<file path="src/sbi_defines.vh">
// register offsets, field positions and timing counts for the serial bit interface
`ifndef SBI_DEFINES_VH
`define SBI_DEFINES_VH
`define SBI_ADDR_DATA      8'hd9
`define SBI_ADDR_CONTROL   8'hd8
`define SBI_BIT_RX         7
`define SBI_BIT_TX         7
`define SBI_BIT_ATTN       6
`define SBI_BIT_READY      5
`define SBI_BIT_LOSS       4
`define SBI_BIT_START      3
`define SBI_BIT_STOP       2
`define SBI_BIT_MASTER     1
`define SBI_WR_CLR_XACT    7
`define SBI_WR_IDLE        6
`define SBI_WR_CLR_READY   5
`define SBI_WR_CLR_LOSS    4
`define SBI_WR_CLR_START   3
`define SBI_WR_CLR_STOP    2
`define SBI_WR_RSTART      1
`define SBI_WR_STOP        0
`define SBI_MIN_TIME_NS    4700
`define SBI_CLK_PERIOD_NS  5
`define SBI_MIN_CYCLES     ((`SBI_MIN_TIME_NS + `SBI_CLK_PERIOD_NS - 1) / `SBI_CLK_PERIOD_NS)
`define SBI_CNT_W          10
`endif

</file>
<file path="src/sbi_sync.v">
// two flip-flop synchroniser for one pin level
module sbi_sync (
  // clock and reset
  input  wire ref_clk_i,
  input  wire rst_i,
  // level in and out
  input  wire d_i,
  output wire q_o
);
  reg meta_reg;
  reg sync_reg;
  // first stage feeds only the second stage; bus idles high
  always @(posedge ref_clk_i or posedge rst_i) begin
    if (rst_i) begin
      meta_reg <= 1'b1;
      sync_reg <= 1'b1;
    end else begin
      meta_reg <= d_i;
      sync_reg <= meta_reg;
    end
  end
  assign q_o = sync_reg;
endmodule

</file>
<file path="src/sbi_flag.v">
// one sticky flag: set wins over clear
module sbi_flag (
  // clock and reset
  input  wire ref_clk_i,
  input  wire rst_i,
  // set and clear
  input  wire set_i,
  input  wire clr_i,
  output wire q_o
);
  reg flag_reg;
  // set has priority so an event in the clear cycle is kept
  always @(posedge ref_clk_i or posedge rst_i) begin
    if (rst_i) begin
      flag_reg <= 1'b0;
    end else if (set_i) begin
      flag_reg <= 1'b1;
    end else if (clr_i) begin
      flag_reg <= 1'b0;
    end
  end
  assign q_o = flag_reg;
endmodule

</file>
<file path="src/sbi_core.v">
// single-bit two-wire serial bus interface with control and data registers
// Function
// RULE_01: each scl rise latches sda as received bit, shown in bit 7 of both registers
// RULE_02: reading the data register clears data-ready and transmit-active
// RULE_03: writing the data register takes bit 7 as next bit to send
// RULE_04: writing the data register clears data-ready and sets transmit-active
// RULE_05: software must not use bit read-modify-write on the control register
// RULE_06: attention reads 1 when any of the four flags is set
// RULE_07: after data-ready sets, scl is held low until software clears it
// RULE_08: sda driven low and arbitration loss only while transmit-active; loss clears it
// RULE_09: any flag set stretches scl low; write 1 to clear bits clears each
// RULE_10: control writes of 1 are commands; bit 0 reads undefined
//
// limitations: no bus timeout timer, so a hung bus needs a system reset;
// the block never starts a frame on its own, software sends every bit;
// all pin levels pass two flip-flops, so pin events are seen about three
// clocks late, which is far below any legal bus phase at this clock.
//
// Chosen here: the plain strobed port.
`include "sbi_defines.vh"
module sbi_core (
  // clock and reset
  input  wire       ref_clk_i,
  input  wire       rst_i,
  // register port
  input  wire [7:0] addr_i,
  input  wire [7:0] wdata_i,
  input  wire       wr_i,
  input  wire       rd_i,
  output reg  [7:0] rdata_o,
  // configuration levels
  input  wire       master_req_i,
  // two-wire bus pins, enables low while driving
  input  wire       scl_i,
  output wire       scl_o,
  output wire       scl_oe_n_o,
  input  wire       sda_i,
  output wire       sda_o,
  output wire       sda_oe_n_o
);
  ////////////////////////////////////////////////////////////////////
  // pin synchronisers and edge detection
  wire scl_s;
  wire sda_s;
  reg  scl_d_reg;
  reg  sda_d_reg;
  sbi_sync u_sync_scl (
    .ref_clk_i (ref_clk_i),
    .rst_i     (rst_i),
    .d_i       (scl_i),
    .q_o       (scl_s)
  );
  sbi_sync u_sync_sda (
    .ref_clk_i (ref_clk_i),
    .rst_i     (rst_i),
    .d_i       (sda_i),
    .q_o       (sda_s)
  );
  always @(posedge ref_clk_i or posedge rst_i) begin
    if (rst_i) begin
      scl_d_reg <= 1'b1;
      sda_d_reg <= 1'b1;
    end else begin
      scl_d_reg <= scl_s;
      sda_d_reg <= sda_s;
    end
  end
  wire scl_rise = scl_s & ~scl_d_reg;
  wire scl_fall = ~scl_s & scl_d_reg;
  wire start_ev = scl_s & scl_d_reg & sda_d_reg & ~sda_s;
  wire stop_ev  = scl_s & scl_d_reg & ~sda_d_reg & sda_s;

  ////////////////////////////////////////////////////////////////////
  // register decode
  wire wr_data = wr_i & (addr_i == `SBI_ADDR_DATA);
  wire wr_ctrl = wr_i & (addr_i == `SBI_ADDR_CONTROL);
  wire rd_data = rd_i & (addr_i == `SBI_ADDR_DATA);
  // control writes act per bit: a 1 issues the command, a 0 does nothing
  // several commands may share one write, e.g. clear ready with a stop
  wire cmd_clr_xact  = wr_ctrl & wdata_i[`SBI_WR_CLR_XACT];
  wire cmd_idle      = wr_ctrl & wdata_i[`SBI_WR_IDLE];
  wire cmd_clr_ready = wr_ctrl & wdata_i[`SBI_WR_CLR_READY];
  wire cmd_clr_loss  = wr_ctrl & wdata_i[`SBI_WR_CLR_LOSS];
  wire cmd_clr_start = wr_ctrl & wdata_i[`SBI_WR_CLR_START];
  wire cmd_clr_stop  = wr_ctrl & wdata_i[`SBI_WR_CLR_STOP];
  wire cmd_rstart    = wr_ctrl & wdata_i[`SBI_WR_RSTART];
  wire cmd_stop      = wr_ctrl & wdata_i[`SBI_WR_STOP];

  ////////////////////////////////////////////////////////////////////
  // state registers
  reg rx_bit_reg;
  reg tx_bit_reg;
  reg tx_active_reg;
  reg idle_reg;
  reg busy_reg;
  reg master_reg;
  reg scl_hold_reg;
  reg sda_low_reg;
  reg rstart_pend_reg;
  reg stop_pend_reg;
  reg [`SBI_CNT_W-1:0] wait_cnt_reg;
  wire ready_flag;
  wire loss_flag;
  wire start_flag;
  wire stop_flag;

  // arbitration loss: released sda seen low at scl rise, foreign start, or sda high at scl rise while a stop is pending
  // only possible while transmit-active, so a listener never reports it
  wire loss_set = tx_active_reg &
                  ((scl_rise & tx_bit_reg & ~sda_s) |
                   (start_ev & ~sda_low_reg & ~rstart_pend_reg) |
                   (stop_pend_reg & scl_rise & sda_s)); // [RULE_08]
  // an idle-commanded slave ignores the bus until the next start
  wire slave_idle = idle_reg & ~master_reg;
  // data ready needs a frame in progress, so stray scl pulses are ignored
  wire ready_set = scl_rise & ~slave_idle & busy_reg;
  // own start and stop conditions do not raise the event flags
  wire start_set = start_ev & ~slave_idle & ~rstart_pend_reg;
  wire stop_set  = stop_ev & ~slave_idle & ~stop_pend_reg;

  // sticky flags, cleared by write-one; data ready also by data register access
  // the set input wins, so an event landing on the clearing access is kept
  // and software sees it on its next poll instead of losing a bit
  sbi_flag u_ready (
    .ref_clk_i (ref_clk_i),
    .rst_i     (rst_i),
    .set_i     (ready_set),
    .clr_i     (cmd_clr_ready | wr_data | rd_data), // [RULE_02] [RULE_04] [RULE_09]
    .q_o       (ready_flag)
  );
  // arbitration loss flag
  sbi_flag u_loss (
    .ref_clk_i (ref_clk_i),
    .rst_i     (rst_i),
    .set_i     (loss_set),
    .clr_i     (cmd_clr_loss), // [RULE_09]
    .q_o       (loss_flag)
  );
  // start condition seen flag
  sbi_flag u_start (
    .ref_clk_i (ref_clk_i),
    .rst_i     (rst_i),
    .set_i     (start_set),
    .clr_i     (cmd_clr_start), // [RULE_09]
    .q_o       (start_flag)
  );
  // stop condition seen flag
  sbi_flag u_stop (
    .ref_clk_i (ref_clk_i),
    .rst_i     (rst_i),
    .set_i     (stop_set),
    .clr_i     (cmd_clr_stop), // [RULE_09]
    .q_o       (stop_flag)
  );
  // attention is a plain or, so it follows the flags with no extra delay
  wire attention = ready_flag | loss_flag | start_flag | stop_flag; // [RULE_06]

  // received bit latch on every scl rise
  always @(posedge ref_clk_i or posedge rst_i) begin
    if (rst_i) begin
      rx_bit_reg <= 1'b0;
    end else if (scl_rise) begin
      rx_bit_reg <= sda_s; // [RULE_01]
    end
  end

  // transmit bit and transmit-active state
  always @(posedge ref_clk_i or posedge rst_i) begin
    if (rst_i) begin
      tx_bit_reg    <= 1'b1;
      tx_active_reg <= 1'b0;
    end else begin
      // a repeated start sends a one first, a stop a zero first
      if (wr_data) begin
        tx_bit_reg <= wdata_i[`SBI_BIT_TX]; // [RULE_03]
      end else if (cmd_rstart) begin
        tx_bit_reg <= 1'b1; // [RULE_10]
      end else if (cmd_stop) begin
        tx_bit_reg <= 1'b0; // [RULE_10]
      end
      // loss of arbitration overrides any access in the same cycle
      // so the line is released at once
      if (loss_set) begin
        tx_active_reg <= 1'b0; // [RULE_08]
      end else if (wr_data | cmd_rstart | cmd_stop) begin
        tx_active_reg <= 1'b1; // [RULE_04]
      end else if (rd_data | cmd_clr_xact) begin
        tx_active_reg <= 1'b0; // [RULE_02] [RULE_10]
      end
    end
  end

  // bus busy, idle-ignore and master state
  always @(posedge ref_clk_i or posedge rst_i) begin
    if (rst_i) begin
      busy_reg   <= 1'b0;
      idle_reg   <= 1'b0;
      master_reg <= 1'b0;
    end else begin
      if (start_ev) begin
        busy_reg <= 1'b1;
      end else if (stop_ev) begin
        busy_reg <= 1'b0;
      end
      if (cmd_idle) begin
        idle_reg <= 1'b1; // [RULE_10]
      end else if (start_ev) begin
        idle_reg <= 1'b0;
      end
      // mastership ends on a lost arbitration or a stop sent after the
      // request was withdrawn; it starts only while no frame is running
      if (loss_set) begin
        master_reg <= 1'b0;
      end else if (cmd_stop & ~master_req_i) begin
        master_reg <= 1'b0;
      end else if (master_req_i & ~busy_reg & ~start_ev) begin
        master_reg <= 1'b1;
      end
    end
  end

  // repeated start / stop sequencing: wait minimum time with scl high
  always @(posedge ref_clk_i or posedge rst_i) begin
    if (rst_i) begin
      rstart_pend_reg <= 1'b0;
      stop_pend_reg   <= 1'b0;
      wait_cnt_reg    <= {`SBI_CNT_W{1'b0}};
    end else begin
      // pending commands die with transmit-active, so a lost arbitration
      // or a clear command also cancels them
      if (cmd_rstart) begin
        rstart_pend_reg <= 1'b1;
      end else if (~tx_active_reg | (rstart_pend_reg & sda_low_reg & ~scl_s)) begin
        rstart_pend_reg <= 1'b0;
      end
      if (cmd_stop) begin
        stop_pend_reg <= 1'b1;
      end else if (~tx_active_reg | stop_ev) begin
        stop_pend_reg <= 1'b0;
      end
      if (~scl_s | ~(rstart_pend_reg | stop_pend_reg)) begin
        wait_cnt_reg <= {`SBI_CNT_W{1'b0}};
      end else if (wait_cnt_reg != `SBI_MIN_CYCLES) begin
        wait_cnt_reg <= wait_cnt_reg + 1'b1;
      end
    end
  end
  wire wait_done = (wait_cnt_reg == `SBI_MIN_CYCLES);

  // sda drive and scl hold
  always @(posedge ref_clk_i or posedge rst_i) begin
    if (rst_i) begin
      sda_low_reg  <= 1'b0;
      scl_hold_reg <= 1'b0;
    end else begin
      // sda is only pulled while transmit-active; a changed bit waits for
      // scl low so that no false start or stop is made on the bus
      if (~tx_active_reg | loss_set) begin
        sda_low_reg <= 1'b0; // [RULE_08]
      end else if (rstart_pend_reg) begin
        sda_low_reg <= wait_done;
      end else if (stop_pend_reg) begin
        sda_low_reg <= ~wait_done;
      end else if (~scl_s) begin
        sda_low_reg <= ~tx_bit_reg; // change data only while scl low
      end
      // the hold starts only at a falling scl, so a high phase is never cut;
      // it ends once software has cleared every flag
      if (scl_fall & (attention | ready_set)) begin
        scl_hold_reg <= 1'b1; // [RULE_07] [RULE_09]
      end else if (~attention) begin
        scl_hold_reg <= 1'b0;
      end
    end
  end
  assign sda_o      = 1'b0;
  assign sda_oe_n_o = ~(sda_low_reg & tx_active_reg); // [RULE_08]
  assign scl_o      = 1'b0;
  assign scl_oe_n_o = ~scl_hold_reg;

  ////////////////////////////////////////////////////////////////////
  // read data, one cycle after the read strobe
  always @(posedge ref_clk_i or posedge rst_i) begin
    if (rst_i) begin
      rdata_o <= 8'h00;
    end else if (rd_i) begin
      if (addr_i == `SBI_ADDR_DATA) begin
        rdata_o <= {rx_bit_reg, 7'h00}; // [RULE_01]
      end else if (addr_i == `SBI_ADDR_CONTROL) begin
        // bit 0 has no meaning on read and is given as zero
        rdata_o <= {rx_bit_reg, attention, ready_flag, loss_flag,
                    start_flag, stop_flag, master_reg, 1'b0}; // [RULE_10]
      end else begin
        rdata_o <= 8'h00;
      end
    end else begin
      rdata_o <= 8'h00;
    end
  end
endmodule

</file>
<file path="config.mk">
export PLATFORM = sky130hd
export DESIGN_NAME = sbi_core
export DESIGN_NICKNAME = d
export VERILOG_FILES = /design/src/sbi_sync.v /design/src/sbi_flag.v /design/src/sbi_core.v
export VERILOG_INCLUDE_DIRS = /design/src
export SDC_FILE = /design/constraint.sdc
export NUM_CORES = 1
export LEC_CHECK = 0
export ABC_AREA = 1
export BUFFER_PORTS_ARGS = -buffer_cell sky130_fd_sc_hd__buf_2
export CORE_AREA = 2 2 59 61
export DETAILED_ROUTE_END_ITERATION = 10
export DIE_AREA = 0 0 61 63
export MAX_ROUTING_LAYER = met4
export PLACE_DENSITY = 0.83
export SKIP_CTS_REPAIR_TIMING = 1
export SLEW_MARGIN = 0
export SYNTH_ARGS = -nofsm -noshare
export SYNTH_HDL_FRONTEND = slang
export SYNTH_SLANG_ARGS = --single-unit
</file>
<file path="constraint.sdc">
create_clock -name ref_clk_i -period 2.4 [get_ports ref_clk_i]
set_input_delay 0.12 -clock ref_clk_i [delete_from_list [all_inputs] [get_ports ref_clk_i]]
set_output_delay 0.12 -clock ref_clk_i [all_outputs]
set_load 0.01 [all_outputs]
</file>
==> results of run 1 <==
[cell families after synthesis]
group	count (synthesis)	share of synthesized area [%]
AND/OR/NAND/NOR	102	28.9
buffers and inverters	39	8.94
flip-flops	37	52.6
AO/OA/AOI/OAI	21	6.97
XOR/XNOR	2	0.985
adder cells (fa/ha/maj)	2	1.41
other	1	0.211
[final cells by class]
cell class                 count  share of cell area, %
sequential                    37                   44.9
clock inverter                 1                  0.240
timing repair buffer          35                   9.25
multi-input combinational    130                   33.2
tap                           46                   2.76
clock buffer                   7                   3.12
inverter                      36                   6.55
[per-stage QoR]
step	worst slack [ns]	hold slack, ns	power, mW	utilization (%)
5_1_grt	0.906	0.00134	1.18	64.5
2_1_floorplan	1.16	0.124	0.733	-
6_report	1.02	0.0265	1.11	64.5
3_5_place_dp	1.06	0.226	0.767	61.4
4_1_cts	1.02	-0.131	1.13	63.5
3_3_place_gp	1.09	0.226	0.766	61.4
[synthesized netlist by cell type, drive strengths merged]
library cell  number  area share, %
ha                 2            1.4
xor2               2           0.99
nand3             18            5.9
nand2             43            9.2
nor3b              2           0.84
a22o               1           0.49
or2                2           0.70
nand4              6            3.0
clkinv             1           0.28
buf                3            1.3
and2               1           0.35
dfrtp             30             42
o21ai              5            1.4
a21oi             10            3.0
a31oi              1           0.35
nor4               1           0.35
o211ai             1           0.42
o31ai              2           0.84
nor2              20            5.9
o21bai             1           0.42
nor3               8            2.3
dfstp              7             10
conb               1           0.21
inv               35            7.4
nand3b             1           0.42
[worst register-to-register path, delay by kind of cell, from the launching register on]
| family | cells | cell delay, ns |
|---|---|---|
| buffers and inverters | 2 | 0.11 |
| flip-flops | 1 | 0.58 |
| AND/OR/NAND/NOR | 6 | 0.58 |
[worst paths after layout]
path / to / slack [ns] / from
worst max-delay path: u_loss.q_o / 1.02 / u_sync_sda.q_o
worst min-delay path: idle_reg / 0.03 / wdata_i[6]
worst max register to register: u_loss.q_o / 1.02 / u_sync_sda.q_o
worst min register to register: u_sync_sda.q_o / 0.36 / u_sync_sda.meta_reg
max in group asynchronous: tx_bit_reg / 1.63 / rst_i
min in group asynchronous: wait_cnt_reg[7] / 0.42 / rst_i
[layer usage]
metal  wire, um  track usage [%]  up-vias
met5          0                -        -
met3        118             5.18        5
met1       1490             27.5      631
met2       1480             27.8       28
met4         49             8.70        0
li1           -                -      727
[report_power, final]
part	internal (mW)	leakage (nW)	switching (mW)
Sequential	0.651	0.458	0.0145
Combinational	0.0367	0.581	0.0561
Clock	0.170	0.0413	0.184
==> metrics, run 1 <==
Initial Util=55.0%; R2R depth=8; Die ar.=3840 um2; latest clock arrival within the worst-skew pair=0.33 ns; Num CTS Buffers=5; vias in the first global route=1,342; CTS sink cnt=37; cell mode on critical path=nand2_1; leading cell type in the layout, fill and taps excluded=nand2_1; Achievable Freq=0.724 GHz; Final Max Slew Viols=0; skew final=0.0130 ns; Seq/Total Area, Yosys=52.6%; Yosys reg bits=37; Syn Std Cell Area=1780 um2; # setup viols final=0; WP buf/inv=2; Final min period=1.38 ns; Worst Path Max Fanout=5; ratio of final minimum period to clock period=57.5%; routed vias=1,391; crit path cell chain=inv_1 -> nand2_1 -> nor2_1 -> nand2_1 -> nand2_1 -> nand2_1 -> inv_1 -> or2_1; largest net degree at the start of global routing=38; total number of yosys warnings=0; max FFs per register=10; status=finished clean; total gr overflow=0; fin nets=270; area grow syn2layout=17.2%; layout cell share with drive strength beyond 1=24.8%; RSZ-0062 raised after global routing=no; finished layout cell area=2080 um2; Area after DPL=1980 um2; Die X=61 um; WP depth=8; crit-path leading delay family=flip-flops; antenna violations before repair=0; peak supply drop=0.330 mV; Syn Inst Count=204; WHS Path Cells=2; leak pwr=1.08 nW; Avg Synthesized Cell Area=8.72 um2; final hold violation count=0; core area=3230 um2; GRT Resource Usage Total=20.0%; CP Capture Type=flop; P per Cell Area=534 nW/um2; DRT Pass-1 Iters=4; # fillers=294; Die H=63 um; root buffer cell=clkbuf_4; commonest cells after routing, fill and taps aside=nand2_1, inv_1, buf_2; Worst path slowest cell=dfstp_2; final std cells w/o fill=292; Placed Cells=281; DRT Wirelength=3140 um; clock-pin slew on the worst setup and hold paths=0.10 ns; register area=935 um2; global-route wire length before repair=5660 um; I/O Buffers=31; Vias/cell=4.76; Placer Congestion=0.848; Synth cell types=33; DR WL/cell=10.7 um; DP Wirelength=2420 um; setup_tns=0 ns; post-route ant nets=0; CTS tree=built; type of origin of the critical path=flop; DRT iter0 DRCs=46; maximum capacitance violations=0; slowest stage delay, CP=0.58 ns; area occupied by multi-input gates=692 um2; DRC=0; Worst Path Required=2.61 ns; row count=21; I/O pin count=35; CTS max path bufs=2; H-tree levels=2; Worst Hold Class=in -> reg; diodes inserted=0; WS Path Type=reg -> reg; Worst EP arrival=1.59 ns
Power figures use the tool's default switching activity.
==> run 2: changes to the inputs <==
--- a/config.mk
+++ b/config.mk
@@ -6,13 +6,13 @@
 export SDC_FILE = /design/constraint.sdc
 export NUM_CORES = 1
 export LEC_CHECK = 0
-export ABC_AREA = 1
+export ABC_AREA = 0
 export BUFFER_PORTS_ARGS = -buffer_cell sky130_fd_sc_hd__buf_2
-export CORE_AREA = 2 2 59 61
+export CORE_AREA = 2 2 63 65
 export DETAILED_ROUTE_END_ITERATION = 10
-export DIE_AREA = 0 0 61 63
+export DIE_AREA = 0 0 65 67
 export MAX_ROUTING_LAYER = met4
-export PLACE_DENSITY = 0.83
+export PLACE_DENSITY = 0.75
 export SKIP_CTS_REPAIR_TIMING = 1
 export SLEW_MARGIN = 0
 export SYNTH_ARGS = -nofsm -noshare
==> constraint.sdc (replaced) <==
create_clock -name ref_clk_i -period 1.1 [get_ports ref_clk_i]
set_input_delay 0.055 -clock ref_clk_i [delete_from_list [all_inputs] [get_ports ref_clk_i]]
set_output_delay 0.055 -clock ref_clk_i [all_outputs]
set_load 0.01 [all_outputs]
==> run 2 against run 1 <==
Against the previous run: the flow now finishes with violations (negative setup slack); highest routed layer unchanged; combinational power rose to 3.2 times the previous value; total power rose to 2.9 times the previous value; non-clock buffer count rose by 41; clock power rose to 4.0 times the previous value; hold slack got worse by 0.023 ns.
==> metrics, run 2 <==
commonest cells after routing, fill and taps aside=buf_4, buf_2, dfrtp_1; GRT Resource Usage Total=20.1% (+0.073 points); row count=22 (+4.8%); # fillers=251 (-15%); Adder-Cell Fraction of Synth Area=1.49% (+0.080 points); top cell type's share of synthesized area=44.6% (+2.4 points); Syn Inst Count=154 (-25%); DRT iter0 DRCs=84 (+83%); setup_tns=-4.93 ns (-4.93 ns); Die X=65 um (+6.6%); Synth Area in XOR/XNOR=2.08% (+1.1 points); global-route wire length before repair=6210 um (+9.6%); synth top area cells=dfrtp_1, dfstp_2, nand2_1; Yosys reg bits=37 (unchanged); Async S/R FF share, synth=100% (unchanged); I/O Buffers=31 (unchanged); Final min period=1.60 ns (+0.223 ns); status=finished, violations left; Die ar.=4360 um2 (+13%); CTS sink cnt=37 (unchanged); top-count cell post-synth=dfrtp_1; slowest stage delay, CP=0.55 ns (-0.03 ns); Placer Congestion=0.876 (+3.3%); area leader, netlist=dfrtp_1; Syn Std Cell Area=1680 um2 (-5.3%); Final Max Slew Viols=0 (unchanged); vias in the first global route=1,446 (+7.7%); largest net degree at the start of global routing=38 (unchanged); failing checks=negative setup slack; total number of yosys warnings=0 (unchanged); Achievable Freq=0.624 GHz (-14%); overall power=3.17 mW (+190%); area occupied by multi-input gates=871 um2 (+26%); CTS max path bufs=2 (unchanged); simple-gate portion of the synthesized area=21.3% (-7.7 points); clock-pin slew on the worst setup and hold paths=0.08 ns (-0.02 ns); fin nets=259 (-4.1%); register area=936 um2 (+0.13%); post-route ant nets=0 (unchanged); Worst Path Max Fanout=5 (unchanged); P per Cell Area=1230 nW/um2 (+130%); max FFs per register=10 (unchanged); Avg Synthesized Cell Area=10.9 um2 (+25%); mux cell area share after synthesis=2.45% (+2.5 points); peak supply drop=0.875 mV (+170%); number of synthesized flops with an enable pin=0 (unchanged); WS Path Type=reg -> reg; DRT Wirelength=4540 um (+45%); ratio of final minimum period to clock period=146% (+88 points); maximum capacitance violations=0 (unchanged); CTS tree=built; H-tree levels=2 (unchanged); diodes inserted=0 (unchanged); leak pwr=1.21 nW (+12%); type of origin of the critical path=flop; RSZ-0062 raised after global routing=yes; DRC=0 (unchanged); core area=3610 um2 (+12%); total gr overflow=0 (unchanged); Worst EP arrival=1.78 ns (+0.19 ns); final hold violation count=0 (unchanged); Initial Util=46.7% (-8.3 points); setup slack after layout=-0.504 ns (-1.52 ns); antenna violations before repair=0 (unchanged); crit path cell chain=nand4b_1 -> o32ai_2 -> nand2_1 -> a21boi_1; Vias/cell=5.36 (+13%); Die H=67 um (+6.3%); Worst Path Required=1.28 ns (-1.33 ns); CP Capture Type=flop; skew final=0.0108 ns (-0.00228 ns); Synth cell types=49 (+48%); Worst Hold Class=in -> reg; DR WL/cell=16.0 um (+49%); Num CTS Buffers=5 (unchanged); latest clock arrival within the worst-skew pair=0.30 ns (-0.03 ns); Seq/Total Area, Yosys=55.5% (+3.0 points); leading cell type in the layout, fill and taps excluded=buf_4; layout cell share with drive strength beyond 1=52.8% (+28 points); # setup viols final=22 (+22); DP Wirelength=2930 um (+21%); root buffer cell=clkbuf_8; area grow syn2layout=53.1%; largest family of logic cells by synthesized area=simple AND/OR/NAND/NOR gates; synth cell count leaders=dfrtp_1, nand2_1, nor2_1; routed vias=1,517 (+9.1%); Synth Area in Compound Gates=13.6% (+6.6 points); I/O pin count=35 (unchanged); Most used DFF post-synth=dfrtp_1; Worst path slowest cell=dfstp_2; DRT Pass-1 Iters=4 (unchanged)
-- run 2: area by class of cell --
| type | count | area share (%) |
|---|---|---|
| clock buffers | 5 | 2.67 |
| clock inverters | 3 | 2.53 |
| inverters | 7 | 1.02 |
| multi-input cells | 107 | 33.8 |
| flip-flops and latches | 37 | 36.3 |
| well taps | 48 | 2.33 |
| repair buffers | 76 | 21.3 |
-- run 2: stage by stage --
| step | hold slack, ns | worst slack (ns) | area [um2] | cells | utilization [%] |
|---|---|---|---|---|---|
| floorplan | 0.0595 | -0.231 | 1730 | 156 | - |
| global placement | 0.112 | -0.315 | 2160 | 261 | 59.9 |
| detailed placement | 0.117 | -0.438 | 2160 | 261 | 59.9 |
| CTS | -0.196 | -0.452 | 2290 | 269 | 63.6 |
| global route | -0.000595 | -0.540 | 2580 | 283 | 71.4 |
| finish | 0.00337 | -0.504 | 2580 | 283 | 71.4 |
-- run 2: final timing paths --
path                                startpoint  slack (ns)  depth (start not counted)        endpoint
setup / recovery                     scl_d_reg       -0.50                          4   tx_active_reg
hold / removal                      wdata_i[6]       0.003                          2        idle_reg
setup reg to reg                     scl_d_reg       -0.50                          4   tx_active_reg
hold reg to reg            u_sync_scl.meta_reg        0.36                          0  u_sync_scl.q_o
max in group asynchronous                rst_i        0.50                          4       scl_d_reg
min in group asynchronous                rst_i        0.35                          4      u_stop.q_o
-- run 2: metal layers --
metal | GRT usage, % | part of all wire, % | vias to the layer above | wire length [um]
met2 | 34.0 | 53 | 57 | 2390
li1 | - | - | 703 | -
met4 | 12.0 | 2.6 | 0 | 120
met3 | 4.05 | 5.8 | 13 | 263
met1 | 22.0 | 39 | 744 | 1770
met5 | - | 0 | - | 0
-- run 2: report_power, final --
group / internal, mW / switching (mW) / leakage, nW
combinational: 0.155 / 0.141 / 0.681
sequential: 1.43 / 0.0575 / 0.460
clock: 0.900 / 0.495 / 0.0681
-- run 2: critical path, delay by kind of cell (launching register included) --
family	cells	cell delay [ns]
AO/OA/AOI/OAI	2	0.54
flip-flops	1	0.55
AND/OR/NAND/NOR	2	0.40
-- run 2: cells by family (layout without fill, tap and decap cells) --
| logic type | Yosys count | after routing |
|---|---|---|
| XOR/XNOR | 4 | 4 |
| AND/OR/NAND/NOR | 60 | 60 |
| other | 1 | 3 |
| buffers and inverters | 12 | 91 |
| adder cells (fa/ha/maj) | 2 | 2 |
| multiplexers | 4 | 4 |
| AO/OA/AOI/OAI | 34 | 34 |
| flip-flops | 37 | 37 |
